### src/common/pca_pkg.sv
package pca_pkg;
  localparam int          DATA_W        = 16;
  localparam int          ADDR_W        = 8;
  localparam int          SUM_W         = 32;
  localparam int          TIME_W        = 64;
  localparam int          LATCH_W       = 48;
  localparam logic [7:0]  OFS_RATE_LO   = 8'h04;
  localparam logic [7:0]  OFS_RATE_HI   = 8'h06;
  localparam logic [7:0]  OFS_SUM_LO    = 8'h08;
  localparam logic [7:0]  OFS_SUM_HI    = 8'h0A;
  localparam logic [7:0]  OFS_TIME_W0   = 8'h0C;
  localparam logic [7:0]  OFS_TIME_W1   = 8'h0E;
  localparam logic [7:0]  OFS_TIME_W2   = 8'h10;
  localparam logic [7:0]  OFS_TIME_W3   = 8'h12;
  localparam logic [15:0] WORD_RESET    = 16'h0000;
  localparam logic [15:0] READ_UNMAPPED = 16'h0000;
  localparam logic [31:0] SUM_RESET     = 32'h0000_0000;
  localparam logic [31:0] RATE_RESET    = 32'h0000_0000;
  localparam logic [47:0] LATCH_RESET   = 48'h0000_0000_0000;
  localparam logic [63:0] TIME_RESET    = 64'h0000_0000_0000_0000;
  localparam logic [63:0] TIME_STEP     = 64'h0000_0000_0000_0001;
endpackage

### src/design/pca_time_counter.sv
`timescale 1ns/100ps
`default_nettype none
module pca_time_counter
  import pca_pkg::*;
(
  input  wire logic              clk,
  input  wire logic              srst,
  input  wire logic              countUp,
  input  wire logic              loadEn,
  input  wire logic [TIME_W-1:0] loadValue,
  input  wire logic              captureEn,
  output logic      [TIME_W-1:0] count,
  output logic     [LATCH_W-1:0] upperLatch
);
  logic [TIME_W-1:0]  next_count;
  logic [LATCH_W-1:0] next_upperLatch;
  logic [LATCH_W-1:0] countHi;

  assign countHi = count[TIME_W-1:16];

  // a load in the same cycle as a rollover wins: software sets time exactly
  always_comb begin
    next_count      = count;
    next_upperLatch = upperLatch;
    if (loadEn) begin
      next_count = loadValue;
    end else if (countUp) begin
      next_count = count + TIME_STEP;
    end
    if (captureEn) begin
      next_upperLatch = countHi;
    end
  end

  always_ff @(posedge clk) begin
    if (srst) begin
      count      <= TIME_RESET;
      upperLatch <= LATCH_RESET;
    end else begin
      count      <= next_count;
      upperLatch <= next_upperLatch;
    end
  end

  time_step_a: assert property (@(posedge clk) disable iff (srst)
    !$past(srst) && $past(countUp) && !$past(loadEn)
      |-> count == $past(count) + TIME_STEP)
    else $error("local time did not advance on overflow");

  time_load_a: assert property (@(posedge clk) disable iff (srst)
    loadEn |=> count == $past(loadValue))
    else $error("local time not loaded by word3 write");

  time_latch_a: assert property (@(posedge clk) disable iff (srst)
    captureEn ##1 (!captureEn)[*2] |-> upperLatch == $past(countHi, 2))
    else $error("upper time bits not held after word0 read");
endmodule // pca_time_counter
`default_nettype wire

### src/design/ptp_clock_accumulator.sv
`timescale 1ns/100ps
`default_nettype none
module pca_clock_accumulator
  import pca_pkg::*;
(
  input  wire logic              clk,
  input  wire logic              srst,
  input  wire logic [ADDR_W-1:0] regAddr,
  input  wire logic [DATA_W-1:0] regWrData,
  input  wire logic              regWr,
  input  wire logic              regRd,
  output logic      [DATA_W-1:0] regRdData,
  output logic                   overflowPulse,
  output logic      [TIME_W-1:0] localTime
);
  logic [SUM_W-1:0]   rateStep;
  logic [DATA_W-1:0]  rateStepLowHold;
  logic [SUM_W-1:0]   phaseSum;
  logic [DATA_W-1:0]  phaseSumLowHold;
  logic [DATA_W-1:0]  phaseSumHighLatch;
  logic [LATCH_W-1:0] timeWordHold;
  logic               checkReady;

  logic [SUM_W-1:0]   next_rateStep;
  logic [DATA_W-1:0]  next_rateStepLowHold;
  logic [SUM_W-1:0]   next_phaseSum;
  logic [DATA_W-1:0]  next_phaseSumLowHold;
  logic [DATA_W-1:0]  next_phaseSumHighLatch;
  logic [LATCH_W-1:0] next_timeWordHold;
  logic [DATA_W-1:0]  next_regRdData;
  logic               next_overflowPulse;

  logic [SUM_W:0]     sumWide;
  logic [DATA_W-1:0]  phaseHi;
  logic [DATA_W-1:0]  phaseLo;
  logic [LATCH_W-1:0] timeUpper;
  logic               rateHiWr;
  logic               accLoWr;
  logic               accHiWr;
  logic               accLoRd;
  logic               accHiRd;
  logic               timeLoRd;
  logic               timeHiWr;

  function automatic logic hit(input logic strobe,
                               input logic [ADDR_W-1:0] addr,
                               input logic [ADDR_W-1:0] ofs);
    hit = strobe && (addr == ofs);
  endfunction

  assign rateHiWr = hit(regWr, regAddr, OFS_RATE_HI);
  assign accLoWr  = hit(regWr, regAddr, OFS_SUM_LO);
  assign accHiWr  = hit(regWr, regAddr, OFS_SUM_HI);
  assign accLoRd  = hit(regRd, regAddr, OFS_SUM_LO);
  assign accHiRd  = hit(regRd, regAddr, OFS_SUM_HI);
  assign timeLoRd = hit(regRd, regAddr, OFS_TIME_W0);
  assign timeHiWr = hit(regWr, regAddr, OFS_TIME_W3);
  assign phaseHi  = phaseSum[SUM_W-1:16];
  assign phaseLo  = phaseSum[15:0];

  // carry out of the 33-bit sum is the rollover
  assign sumWide = {1'b0, phaseSum} + {1'b0, rateStep};

  // rate step and its staging half
  always_comb begin
    next_rateStep        = rateStep;
    next_rateStepLowHold = rateStepLowHold;
    if (hit(regWr, regAddr, OFS_RATE_LO)) begin
      next_rateStepLowHold = regWrData;
    end else if (rateHiWr) begin
      next_rateStep = {regWrData, rateStepLowHold};
    end
  end

  always_ff @(posedge clk) begin
    if (srst) begin
      rateStep        <= RATE_RESET;
      rateStepLowHold <= WORD_RESET;
    end else begin
      rateStep        <= next_rateStep;
      rateStepLowHold <= next_rateStepLowHold;
    end
  end

  // phase sum; a software load replaces that cycle's addition
  always_comb begin
    next_phaseSum          = sumWide[SUM_W-1:0];
    next_overflowPulse     = sumWide[SUM_W];
    next_phaseSumLowHold   = phaseSumLowHold;
    next_phaseSumHighLatch = phaseSumHighLatch;
    if (accLoWr) begin
      next_phaseSumLowHold = regWrData;
    end else if (accHiWr) begin
      next_phaseSum      = {regWrData, phaseSumLowHold};
      next_overflowPulse = 1'b0;
    end
    if (accLoRd) begin
      next_phaseSumHighLatch = phaseHi;
    end
  end

  always_ff @(posedge clk) begin
    if (srst) begin
      phaseSum          <= SUM_RESET;
      overflowPulse     <= 1'b0;
      phaseSumLowHold   <= WORD_RESET;
      phaseSumHighLatch <= WORD_RESET;
    end else begin
      phaseSum          <= next_phaseSum;
      overflowPulse     <= next_overflowPulse;
      phaseSumLowHold   <= next_phaseSumLowHold;
      phaseSumHighLatch <= next_phaseSumHighLatch;
    end
  end

  // local time staging words 0..2, committed by the word3 write
  always_comb begin
    next_timeWordHold = timeWordHold;
    if (hit(regWr, regAddr, OFS_TIME_W0)) begin
      next_timeWordHold[15:0] = regWrData;
    end else if (hit(regWr, regAddr, OFS_TIME_W1)) begin
      next_timeWordHold[31:16] = regWrData;
    end else if (hit(regWr, regAddr, OFS_TIME_W2)) begin
      next_timeWordHold[47:32] = regWrData;
    end
  end

  always_ff @(posedge clk) begin
    if (srst) begin
      timeWordHold <= LATCH_RESET;
    end else begin
      timeWordHold <= next_timeWordHold;
    end
  end

  // the registered pulse drives the counter, one cycle after the carry
  pca_time_counter pca_time_counter_inst (
    .clk        (clk),
    .srst       (srst),
    .countUp    (overflowPulse),
    .loadEn     (timeHiWr),
    .loadValue  ({regWrData, timeWordHold}),
    .captureEn  (timeLoRd),
    .count      (localTime),
    .upperLatch (timeUpper)
  );

  // read data valid only in the cycle after the strobe, zero otherwise
  always_comb begin
    next_regRdData = READ_UNMAPPED;
    if (regRd) begin
      if (regAddr == OFS_RATE_LO) begin
        next_regRdData = rateStep[15:0];
      end else if (regAddr == OFS_RATE_HI) begin
        next_regRdData = rateStep[SUM_W-1:16];
      end else if (regAddr == OFS_SUM_LO) begin
        next_regRdData = phaseLo;
      end else if (regAddr == OFS_SUM_HI) begin
        next_regRdData = phaseSumHighLatch;
      end else if (regAddr == OFS_TIME_W0) begin
        next_regRdData = localTime[15:0];
      end else if (regAddr == OFS_TIME_W1) begin
        next_regRdData = timeUpper[15:0];
      end else if (regAddr == OFS_TIME_W2) begin
        next_regRdData = timeUpper[31:16];
      end else if (regAddr == OFS_TIME_W3) begin
        next_regRdData = timeUpper[47:32];
      end
    end
  end

  always_ff @(posedge clk) begin
    if (srst) begin
      regRdData  <= WORD_RESET;
      checkReady <= 1'b0;
    end else begin
      regRdData  <= next_regRdData;
      checkReady <= 1'b1;
    end
  end

  sum_add_a: assert property (@(posedge clk) disable iff (srst)
    checkReady && !accHiWr |=> phaseSum == $past(phaseSum) + $past(rateStep))
    else $error("phase sum did not add the rate step");

  ovf_carry_a: assert property (@(posedge clk) disable iff (srst)
    checkReady && !accHiWr
      |=> overflowPulse == ($past(phaseSum) > ~$past(rateStep)))
    else $error("overflow pulse does not match the carry");

  ovf_time_a: assert property (@(posedge clk) disable iff (srst)
    overflowPulse && !timeHiWr |=> localTime == $past(localTime) + TIME_STEP)
    else $error("overflow did not advance local time");

  lo_read_a: assert property (@(posedge clk) disable iff (srst)
    accLoRd |=> regRdData == $past(phaseLo))
    else $error("low word read wrong bits");

  hi_latch_a: assert property (@(posedge clk) disable iff (srst)
    accLoRd ##1 accHiRd |=> regRdData == $past(phaseHi, 2))
    else $error("high word read not the latched value");

  sum_load_a: assert property (@(posedge clk) disable iff (srst)
    accHiWr |=> phaseSum == {$past(regWrData), $past(phaseSumLowHold)}
      && !overflowPulse)
    else $error("phase sum not loaded by high write");

  rate_load_a: assert property (@(posedge clk) disable iff (srst)
    rateHiWr |=> rateStep == {$past(regWrData), $past(rateStepLowHold)})
    else $error("rate step not loaded by high write");

  rate_keep_a: assert property (@(posedge clk) disable iff (srst)
    checkReady && !rateHiWr |=> $stable(rateStep))
    else $error("rate step changed without high write");

  time_read_a: assert property (@(posedge clk) disable iff (srst)
    timeLoRd ##1 hit(regRd, regAddr, OFS_TIME_W3)
      |=> regRdData == $past(localTime[63:48], 2))
    else $error("word3 read not from the word0 latch");

  rollover_c: cover property (@(posedge clk) disable iff (srst)
    overflowPulse ##1 overflowPulse);
  sum_write_c: cover property (@(posedge clk) disable iff (srst)
    accLoWr ##[1:4] accHiWr);
  time_load_c: cover property (@(posedge clk) disable iff (srst)
    timeHiWr && overflowPulse);
endmodule // pca_clock_accumulator
`default_nettype wire

### config.mk
export PLATFORM = sky130hd
export DESIGN_NAME = pca_clock_accumulator
export DESIGN_NICKNAME = d
export VERILOG_FILES = /design/src/common/pca_pkg.sv /design/src/design/pca_time_counter.sv /design/src/design/ptp_clock_accumulator.sv
export SDC_FILE = /design/constraint.sdc
export NUM_CORES = 1
export LEC_CHECK = 0
export BUFFER_PORTS_ARGS = -buffer_cell sky130_fd_sc_hd__buf_2
export CORE_MARGIN = 8
export CORE_UTILIZATION = 43
export CTS_BUF_LIST = sky130_fd_sc_hd__clkbuf_2
export CTS_CLUSTER_SIZE = 16
export DETAILED_ROUTE_END_ITERATION = 10
export SKIP_CTS_REPAIR_TIMING = 1
export SLEW_MARGIN = 15
export SYNTH_ARGS = -nofsm -noshare
export SYNTH_HDL_FRONTEND = slang
export SYNTH_SLANG_ARGS = --single-unit
### constraint.sdc
create_clock -name clk -period 3.5 [get_ports clk]
set_input_delay 0.7 -clock clk [delete_from_list [all_inputs] [get_ports clk]]
set_output_delay 0.7 -clock clk [all_outputs]
set_load 0.005 [all_outputs]
==> metrics.cfg, run 1 <==
[power_and_ir_drop]
p_seq_share_pct = 56.7
vdd_ir_drop_max_uv = 236
pwr-share-clk_pct = 39.6
p_switching_mw = 1.63
powerDensity_mw_per_mm2 = 380
p_int_mw = 4.20
p_leak_nw = 5.87
combPwrFrac_pct = 3.7
switching_share_pct = 27.9

[synth]
yosys.cell_types.count = 64
syn_area_per_cell_um2 = 7.71
synth_area_mm2 = 0.0138
synth-edff-count = 0
synth-seq-cells = 289
ys_seq_area_share_pct = 41.9
synth_top_family_by_area = simple AND/OR/NAND/NOR gates
synth_cells = 1793
ys_warn_count = 0
synth-compound-area-share_pct = 19.9
synth_adder_area_share_pct = 3.13
synthFlopType = dfxtp_1
synth-xor-area-share_pct = 4.44
synth_nets = 1855
async_reset_ff_share_pct = 0
synthMuxAreaShare_pct = 1.74
yosys.area_share.simple_pct = 24.2

[setup_path]
r2r-start = rateStep[4]$_SDFFE_PP0P_
worstSetupPathType = reg2reg
crit_path_end_kind = flip-flop
crit_path_frequent_cell = a2111oi_0
rr_endpoint = phaseSum[29]$_SDFF_PP0_
arrival_ns = 3.98
crit_chain = ha_1 > a21o_1 > a221oi_1 > o21a_1 > a2111oi_0 > o31ai_1 > a2111oi_0 > or4_1 > nand3_1
start_kind = flip-flop
reg2reg_depth = 9
required_ns = 4.29
cp_top_family = compound AO/OA/AOI/OAI gates
path_depth = 9
reg2reg_slack_ns = 0.31
critPathBufInv = 0
cp_max_fo = 9
cp_slowest_cell = o31ai_1
critical-path-max-stage-delay_ns = 0.54
endpoint = phaseSum[29]$_SDFF_PP0_
crit_start = rateStep[4]$_SDFFE_PP0P_

[timing]
min_period_over_period_pct = 91.1
setup_viol = 0
slew_violations = 0
finalHoldViolCount = 0
rsz0062_at_grt = no
fin_crit_ns = 3.19
clock.fmax_mhz = 314
skew_ns = 0.128
timing.setup.tns_ns = 0
tightest_slew_ns = 1.12
relSlewSlack_pct = 25.4

[cts]
clk_path_buf_depth = 3
clkSinkCount = 289
cts_inserted_buffers = 76
cts_max_level = 3
clock-root-buffer = clkbuf_2
clk_pin_slew_worst_paths_ns = 0.12
worstSkewPairLatency_ns = 0.95
cts_tree = yes

[min_path]
hp-class = in2reg

[route]
wl_per_cell_um = 21.2
drt_iter0_drc = 1273
routed_via_density = 5.75
drcViolationCount = 0
drt_pass1_iterations = 5
vias = 13400
routed_wl_um = 49600
drtAntennaViolNets = 0

[global_route]
gr-total-overflow = 0
grt_max_degree = 101
grt_pass1_wl_um = 75400
grt_pass1_vias = 12600
antenna_found_initial = 2
track_usage_pct = 25.2

[finish]
synthToLayoutAreaGrowth_pct = 10.9
fillCellCount = 3267
drive_gt1_share_pct = 15.2
layout.nets = 1951
layout.cells.non_filler = 2340

[floorplanning]
rows = 65
core_area_mm2 = 0.0316
io_pins = 109
die_area_mm2 = 0.0381
start_util_pct = 43.7
die_x_um = 195
die_h_um = 195

[placement]
portBuffers = 108
gp_congestion = 0.914
dp_hpwl_um = 34000
dpl.cell_count = 2213

[flow_run]
cap_violations = 0

[status]
outcome = completed

[cells by family after synthesis]
kind of cell | after synthesis
and+or+nand+nor | 756
xor gates and xnor gates | 70
buffers and inverters | 162
muxes | 24
adders and majority gates | 34
DFF | 289
AOI/OAI and AO/OA | 458
[power by group through the flow]
stage | logic [mW] | clock network [mW] | registers (mW)
floorplan | 0.123 | 0 | 3.37
global placement | 0.213 | 0 | 3.38
detailed placement | 0.213 | 0 | 3.38
CTS | 0.213 | 2.36 | 3.30
global route | 0.227 | 2.53 | 3.31
finish | 0.215 | 2.31 | 3.30
[layer usage]
metal | up-vias | wire length [µm] | global-route usage (%)
li1 | 6440 | - | -
met1 | 6397 | 22400 | 35.1
met2 | 523 | 22100 | 38.8
met3 | 87 | 3680 | 4.23
met4 | 0 | 1420 | 9.04
met5 | - | 0 | 0
[worst reg2reg max path, stage by stage (launching register included)]
cell	delay (ns)
dfxtp_1	0.34
ha_1	0.42
a21o_1	0.24
a221oi_1	0.34
o21a_1	0.22
a2111oi_0	0.13
o31ai_1	0.54
a2111oi_0	0.25
or4_1	0.53
nand3_1	0.09
[sequential cells by signal, summed over array words and instances, names as in the netlist]
name                              count
pca_time_counter_inst.count          64
rateStep                             32
overflowPulse                         1
rateStepLowHold                      16
regRdData                            16
phaseSum                             32
phaseSumHighLatch                    16
timeWordHold                         48
pca_time_counter_inst.upperLatch     48
phaseSumLowHold                      16
[worst min path at each step]
stage          cells past startpoint                        startpoint                             to
6_report                           3                      regWrData[6]  timeWordHold[38]$_SDFFE_PP0P_
5_1_grt                            3                      regWrData[1]  timeWordHold[33]$_SDFFE_PP0P_
4_1_cts                            3                      regWrData[1]  timeWordHold[33]$_SDFFE_PP0P_
3_5_place_dp                       2  rateStepLowHold[15]$_SDFFE_PP0P_      rateStep[15]$_SDFFE_PP0P_
3_3_place_gp                       2  rateStepLowHold[10]$_SDFFE_PP0P_      rateStep[10]$_SDFFE_PP0P_
2_1_floorplan                      2   phaseSumLowHold[0]$_SDFFE_PP0P_         phaseSum[0]$_SDFF_PP0_
[cells in the final DEF (no fill, tap or decap), drive strengths merged, types with 3 or more instances in the layout]
cell type	instances
xnor2	41
o21ai	49
buf	154
nor2b	5
or3	19
nor2	117
nand3	68
or4	4
a211oi	56
a2111oi	6
clkbuf	115
o21bai	5
and3	19
nand2	432
a21oi	243
dfxtp	289
mux2i	24
inv	29
or2	5
a31oi	11
a21o	23
xor2	29
and4	8
clkinv	4
a22oi	22
ha	33
clkinvlp	3
nor4	10
nor4b	3
a31o	3
o211ai	7
nor3	20
a311oi	13
nand4	22
and2	9
o2bb2ai	3
nand2b	9
[final cells by class]
class                           instances  area [µm²]  area share (%)
Clock buffer                          114         571            3.72
Multi-Input combinational cell       1342        7390            48.2
Inverter                               25        93.8           0.612
Timing Repair Buffer                  155         915            5.97
Clock inverter                         11        62.6           0.408
Sequential cell                       289        5790            37.8
Antenna cell                            2        5.00          0.0327
Tap cell                              402         503            3.28
[cell usage after synthesis (all sizes together) (9+ instances only)]
cell    number  area [µm²]
xor2        29         254
o21ai       49         245
nor2       117         439
a311oi      13         114
buf         24         129
nor3        20         105
a22oi       22         165
ha          33         413
a31oi       11        68.8
or3         19         125
mux2i       24         240
and3        19         120
nand4       22         159
a21o        23         173
clkbuf     113         430
nand3       68         340
inv         25        93.8
a211oi      56         420
and2         9        56.3
xnor2       41         359
nand2b       9        56.3
nor4        10        77.6
dfxtp      289        5790
nand2      432        1620
a21oi      243        1220
[stage by stage]
step | instance area, µm² | total power, mW | setup slack, ns | util (%) | hold slack, ns
after floorplan | 13800 | 3.50 | 0.620 | - | 0.432
after global placement | 14700 | 3.59 | 0.336 | 46.4 | 0.438
after detailed placement | 14700 | 3.59 | 0.279 | 46.4 | 0.445
after CTS | 15300 | 5.88 | 0.300 | 48.4 | 0.112
after global routing | 15300 | 6.06 | 0.0335 | 48.4 | 0.115
final | 15300 | 5.82 | 0.311 | 48.4 | 0.181
Note: power is estimated with default switching activity, not from simulation.
==> inputs of run 2 (changes only) <==
CTS_BUF_LIST = sky130_fd_sc_hd__clkbuf_8   (was sky130_fd_sc_hd__clkbuf_2)
==> metrics.cfg, run 2 (synthesis gave the netlist of run 1 again) <==
[global_route]
grt_max_degree = 101  ; unchanged
grt_use_met1_pct = 34.7  ; -0.43 points
antenna_found_initial = 1  ; -1
grt_pass1_wl_um = 74800  ; -0.82%
track_usage_pct = 25.1  ; -0.11 points
gr-total-overflow = 0  ; unchanged
grt_pass1_vias = 12400  ; -1.9%
grt.busiest_layer = met2
grt_use_met3_pct = 4.75  ; +0.52 points
met2_usage_pct = 37.8  ; -1.0 points

[finish]
largest_registers = pca_time_counter_inst.count (64), pca_time_counter_inst.upperLatch (48), timeWordHold (48)
largest_reg_flops = 64  ; unchanged
drive_gt1_share_pct = 12.7  ; -2.6 points
diodes = 0  ; -2
final_common_cell = nand2_1
layout.nets = 1924  ; -1.4%
final_util_pct = 49.5  ; +1.1 points
final_cell_mix = 432 x nand2_1, 289 x dfxtp_1, 243 x a21oi_1, 117 x nor2_1, 107 x buf_2
synthToLayoutAreaGrowth_pct = 13.4
largest-register = pca_time_counter_inst.count

[placement]
post-place-ws_ns = 0.279  ; unchanged
dp_hpwl_um = 34000  ; unchanged
gp_congestion = 0.914  ; unchanged
portBuffers = 108  ; unchanged

[floorplanning]
die_x_um = 195  ; unchanged
die_h_um = 195  ; unchanged
start_util_pct = 43.7  ; unchanged
io_pins = 109  ; unchanged
core_area_mm2 = 0.0316  ; unchanged
rows = 65  ; unchanged
die_area_mm2 = 0.0381  ; unchanged

[cts]
cts_tree = yes
clk_path_buf_depth = 3  ; unchanged
cts_inserted_buffers = 49  ; -36%
clock-root-buffer = clkbuf_8
clk_pin_slew_worst_paths_ns = 0.06  ; -0.06 ns
cts_max_level = 2  ; -1
worstSkewPairLatency_ns = 0.62  ; -0.33 ns
clkSinkCount = 289  ; unchanged

[setup_path]
cp_top_family = compound AO/OA/AOI/OAI gates
r2r-start = rateStep[4]$_SDFFE_PP0P_
crit_path_end_kind = flip-flop
rr_endpoint = phaseSum[29]$_SDFF_PP0_
arrival_ns = 3.67  ; -0.31 ns
required_ns = 4.04  ; -0.25 ns
reg2reg_depth = 9  ; unchanged
crit_start = rateStep[4]$_SDFFE_PP0P_
cp_max_fo = 9  ; unchanged
critical-path-max-stage-delay_ns = 0.54  ; about the same
worstSetupPathType = reg2reg
crit_chain = ha_1 > a21o_1 > a221oi_1 > o21a_1 > a2111oi_0 > o31ai_1 > a2111oi_0 > or4_1 > nand3_1
cp_slowest_cell = o31ai_1
reg2reg_slack_ns = 0.37  ; +0.06 ns
critPathBufInv = 0  ; unchanged
start_kind = flip-flop
crit_path_frequent_cell = a2111oi_0

[power_and_ir_drop]
p_leak_nw = 5.95  ; +1.2%
vdd_ir_drop_max_uv = 286  ; +21%
powerDensity_mw_per_mm2 = 422  ; +11%

[route]
drt_iter0_drc = 1292  ; +1.5%
wl_per_cell_um = 21.6  ; +1.6%
drcViolationCount = 0  ; unchanged
routed_via_density = 5.81  ; +1.0%
vias = 13300  ; -0.83%
routed_wl_um = 49500  ; -0.25%
drtAntennaViolNets = 0  ; unchanged
drt_pass1_iterations = 5  ; unchanged

[timing]
finalHoldViolCount = 0  ; unchanged
min_period_over_period_pct = 89.3  ; -1.8 points
relSlewSlack_pct = 26.0  ; +0.57 points
fin_crit_ns = 3.13  ; -0.0637 ns
skew_ns = 0.0354  ; -0.0921 ns
setup_viol = 0  ; unchanged
setup_ws_ns = 0.375  ; +0.0637 ns
holdWs_ns = 0.453  ; +0.273 ns
slew_violations = 0  ; unchanged
rsz0062_at_grt = no
tightest_slew_ns = 1.11  ; -0.00858 ns
timing.setup.tns_ns = 0  ; unchanged
clock.fmax_mhz = 320  ; +2.0%

[min_path]
hp-start = timeWordHold[30]$_SDFFE_PP0P_
hold_depth = 2  ; -1
hp-class = reg2reg
hold_end = timeWordHold[30]$_SDFFE_PP0P_

[status]
outcome = completed

[flow_run]
cap_violations = 0  ; unchanged

run 2: changes by cell type in the layout (fill, tap and decap cells not counted), sizes merged:
cell      delta
clkbuf      -56
inv         +16
bufinv       +2
clkinvlp     -3
diode        -2
run 2: how the worst max path moves through the flow:
stage                                       endpoint  cells past startpoint
finish                       phaseSum[29]$_SDFF_PP0_                      9
global route                 phaseSum[29]$_SDFF_PP0_                      9
CTS                          phaseSum[29]$_SDFF_PP0_                      9
detailed placement   phaseSumLowHold[7]$_SDFFE_PP0P_                      8
global placement    phaseSumLowHold[10]$_SDFFE_PP0P_                      8
floorplan              timeWordHold[37]$_SDFFE_PP0P_                      8
run 2: metrics by stage:
step,power (mW),cell area [µm²],cells
floorplan,3.50,13800,1793
detailed placement,3.59,14700,2213
CTS,6.65,15700,2297
finish,6.61,15700,2297
global route,6.83,15700,2297
global placement,3.59,14700,2213
run 2: tightest hold or removal path: cells and delay by family (launching register included):
kind            cells  cell delay, ns
flops               1            0.31
simple gates        1            0.05
compound gates      1            0.05
run 2: power breakdown:
group | internal, mW | total [mW] | switching (mW)
Sequential | 3.30 | 3.31 | 0.00919
Combinational | 0.0426 | 0.216 | 0.173
Clock | 1.65 | 3.08 | 1.43
run 2: cell type report:
cell class,count,area [µm²]
Fill cell,3212,16000
Multi-Input combinational cell,1342,7390
Clock buffer,58,798
Clock inverter,26,179
Inverter,25,93.8
Sequential cell,289,5790
Timing Repair Buffer,155,915
Tap cell,402,503
run 2: metal layers:
metal  vias to the layer above  share of wire [%]
met2                       477                 43
met3                       113                7.9
li1                       6347                  -
met4                         2                4.0
met5                         -              0.026
met1                      6396                 45
==> inputs of run 3 (changes only) <==
CORE_MARGIN = 3   (was 8)
RECOVER_POWER = 100   (was not set)
==> metrics.cfg, run 3 (synthesis gave the netlist of run 1 again) <==
[setup_path]
cp_max_fo = 29  ; +20
crit_start = regAddr[0]
r2r-start = rateStep[4]$_SDFFE_PP0P_
start_kind = input pin
critical-path-max-stage-delay_ns = 0.83  ; +0.29 ns
worstSetupPathType = in2reg
arrival_ns = 3.72  ; +0.05 ns
cp_top_family = simple AND/OR/NAND/NOR gates
critPathBufInv = 2  ; +2
reg2reg_slack_ns = 0.30  ; -0.07 ns
crit_path_end_kind = flip-flop
path_depth = 8  ; -1
reg2reg_depth = 9  ; unchanged
crit_chain = buf_2 > or4_1 > or3_1 > or2_0 > nor2_1 > clkbuf_2 > nand2_1 > a21oi_1
cp_slowest_cell = or2_0
endpoint = phaseSumLowHold[7]$_SDFFE_PP0P_
required_ns = 4.00  ; -0.04 ns
rr_endpoint = phaseSum[29]$_SDFF_PP0_

[finish]
largest_registers = pca_time_counter_inst.count (64), pca_time_counter_inst.upperLatch (48), timeWordHold (48)
synthToLayoutAreaGrowth_pct = 11.9
drive_gt1_share_pct = 9.54  ; -3.1 points
largest_reg_flops = 64  ; unchanged
multiInputGateArea_mm2 = 0.00737  ; -0.27%
final_cell_mix = 432 x nand2_1, 289 x dfxtp_1, 243 x a21oi_1, 117 x nor2_1, 70 x buf_2
final_util_pct = 48.9  ; -0.64 points
regArea_mm2 = 0.00579  ; unchanged
fillCellCount = 3229  ; +0.53%
layout.nets = 1921  ; -0.16%
final_common_cell = nand2_1
largest-register = pca_time_counter_inst.count

[power_and_ir_drop]
p_int_mw = 4.93  ; -1.3%
p_switching_mw = 1.56  ; -3.3%
p_leak_nw = 5.64  ; -5.2%
powerDensity_mw_per_mm2 = 420  ; -0.48%
p_seq_share_pct = 51.0  ; +0.9 points
vdd_ir_drop_max_uv = 304  ; +6.6%
combPwrFrac_pct = 3.4  ; about the same
pwr-share-clk_pct = 45.6  ; -1.1 points
switching_share_pct = 24.0  ; -0.37 points

[route]
drtAntennaViolNets = 0  ; unchanged
drcViolationCount = 0  ; unchanged
drt_pass1_iterations = 6  ; +1
drt_iter0_drc = 1144  ; -11%
routed_via_density = 5.80  ; -0.15%
vias = 13300  ; -0.45%
routed_wl_um = 47700  ; -3.8%
wl_per_cell_um = 20.8  ; -3.5%

[cts]
cts_inserted_buffers = 51  ; +4.1%
cts_tree = yes
clk_pin_slew_worst_paths_ns = 0.06  ; about the same
cts_max_level = 2  ; unchanged
clk_path_buf_depth = 3  ; unchanged
worstSkewPairLatency_ns = 0.58  ; -0.04 ns
clkSinkCount = 289  ; unchanged
clock-root-buffer = clkbuf_8

[status]
violations = capacitance limit, slew limit
outcome = finished with violations

[floorplanning]
rows = 65  ; unchanged
die_area_mm2 = 0.0343  ; -10%
start_util_pct = 43.7  ; unchanged
die_x_um = 185  ; -5.1%
io_pins = 109  ; unchanged
die_h_um = 185  ; -5.1%
core_area_mm2 = 0.0316  ; unchanged

[placement]
dp_hpwl_um = 32500  ; -4.4%
gp_congestion = 0.959  ; +4.9%
portBuffers = 108  ; unchanged

[timing]
skew_ns = 0.0281  ; -0.00728 ns
setup_viol = 0  ; unchanged
min_period_over_period_pct = 92.1  ; +2.8 points
rsz0062_at_grt = no
tightest_slew_ns = 1.61  ; +0.496 ns
relSlewSlack_pct = -7.07  ; -33 points
fin_crit_ns = 3.22  ; +0.0975 ns
finalHoldViolCount = 0  ; unchanged
clock.fmax_mhz = 310  ; -3.0%
timing.setup.tns_ns = 0  ; unchanged
slew_violations = 30  ; +30

[global_route]
antenna_found_initial = 1  ; unchanged
gr-total-overflow = 0  ; unchanged
track_usage_pct = 27.2  ; +2.1 points
grt_pass1_vias = 12300  ; -0.40%
grt_pass1_wl_um = 72100  ; -3.5%
grt_max_degree = 148  ; +47%

[flow_run]
cap_violations = 1  ; +1

[min_path]
hp-class = reg2reg

run 3: cell types whose count changed in the layout (fill, tap and decap cells not counted), moves of 2 or more:
cell        delta
and2_1         -2
inv_1          -3
and2_0         +2
clkbuf_2       +4
diode_2        +2
buf_1          +2
clkbuf_1      +49
clkinvlp_4     +2
buf_4         -24
buf_2         -37
run 3: final cells by class:
type | instances | share of cell area [%]
Multi-Input combinational cell | 1342 | 47.7
Sequential cell | 289 | 37.4
Clock buffer | 59 | 5.25
Timing Repair Buffer | 150 | 4.97
Tap cell | 402 | 3.25
Clock inverter | 21 | 0.793
Inverter | 25 | 0.607
Antenna cell | 2 | 0.0324
run 3: worst register-to-register path: cells and delay by family (launching register included):
family | cells | cell delay (ns)
simple gates | 2 | 0.65
compound gates | 6 | 1.72
flops | 1 | 0.33
fa+ha+maj | 1 | 0.42
run 3: routing by layer:
metal	track usage, %	wire length, µm	vias to the layer above
met5	0	0	-
met4	10.9	1900	0
met3	6.30	3790	105
met2	41.2	20500	490
met1	37.7	21500	6347
li1	-	-	6333
run 3: worst min-delay path by stage:
stage / startpoint / to / slack (ns) / cells past startpoint
final: phaseSumLowHold[1]$_SDFFE_PP0P_ / phaseSum[1]$_SDFF_PP0_ / 0.45 / 2
after global routing: timeWordHold[28]$_SDFFE_PP0P_ / timeWordHold[28]$_SDFFE_PP0P_ / 0.47 / 2
after CTS: rateStepLowHold[13]$_SDFFE_PP0P_ / rateStep[13]$_SDFFE_PP0P_ / 0.45 / 2
after detailed placement: rateStepLowHold[13]$_SDFFE_PP0P_ / rateStep[13]$_SDFFE_PP0P_ / 0.44 / 2
after global placement: rateStepLowHold[13]$_SDFFE_PP0P_ / rateStep[13]$_SDFFE_PP0P_ / 0.44 / 2
after floorplan: phaseSumLowHold[0]$_SDFFE_PP0P_ / phaseSum[0]$_SDFF_PP0_ / 0.43 / 2
run 3: power groups by stage:
stage / logic [mW] / clock network, mW / registers, mW
2_1_floorplan: 0.123 / 0 / 3.37
3_3_place_gp: 0.215 / 0 / 3.38
3_5_place_dp: 0.215 / 0 / 3.38
4_1_cts: 0.216 / 3.01 / 3.31
5_1_grt: 0.229 / 3.15 / 3.31
6_report: 0.220 / 2.96 / 3.31
run 3: through the flow:
stage          cells  setup WS, ns  hold WS, ns  power, mW  area (µm²)
6_report        2290         0.277        0.452       6.49       15500
5_1_grt         2289        0.0974        0.468       6.68       15500
4_1_cts         2288         0.343        0.452       6.53       15600
3_5_place_dp    2208         0.269        0.443       3.59       14700
3_3_place_gp    2208         0.296        0.437       3.59       14700
2_1_floorplan   1793         0.620        0.432       3.50       13800
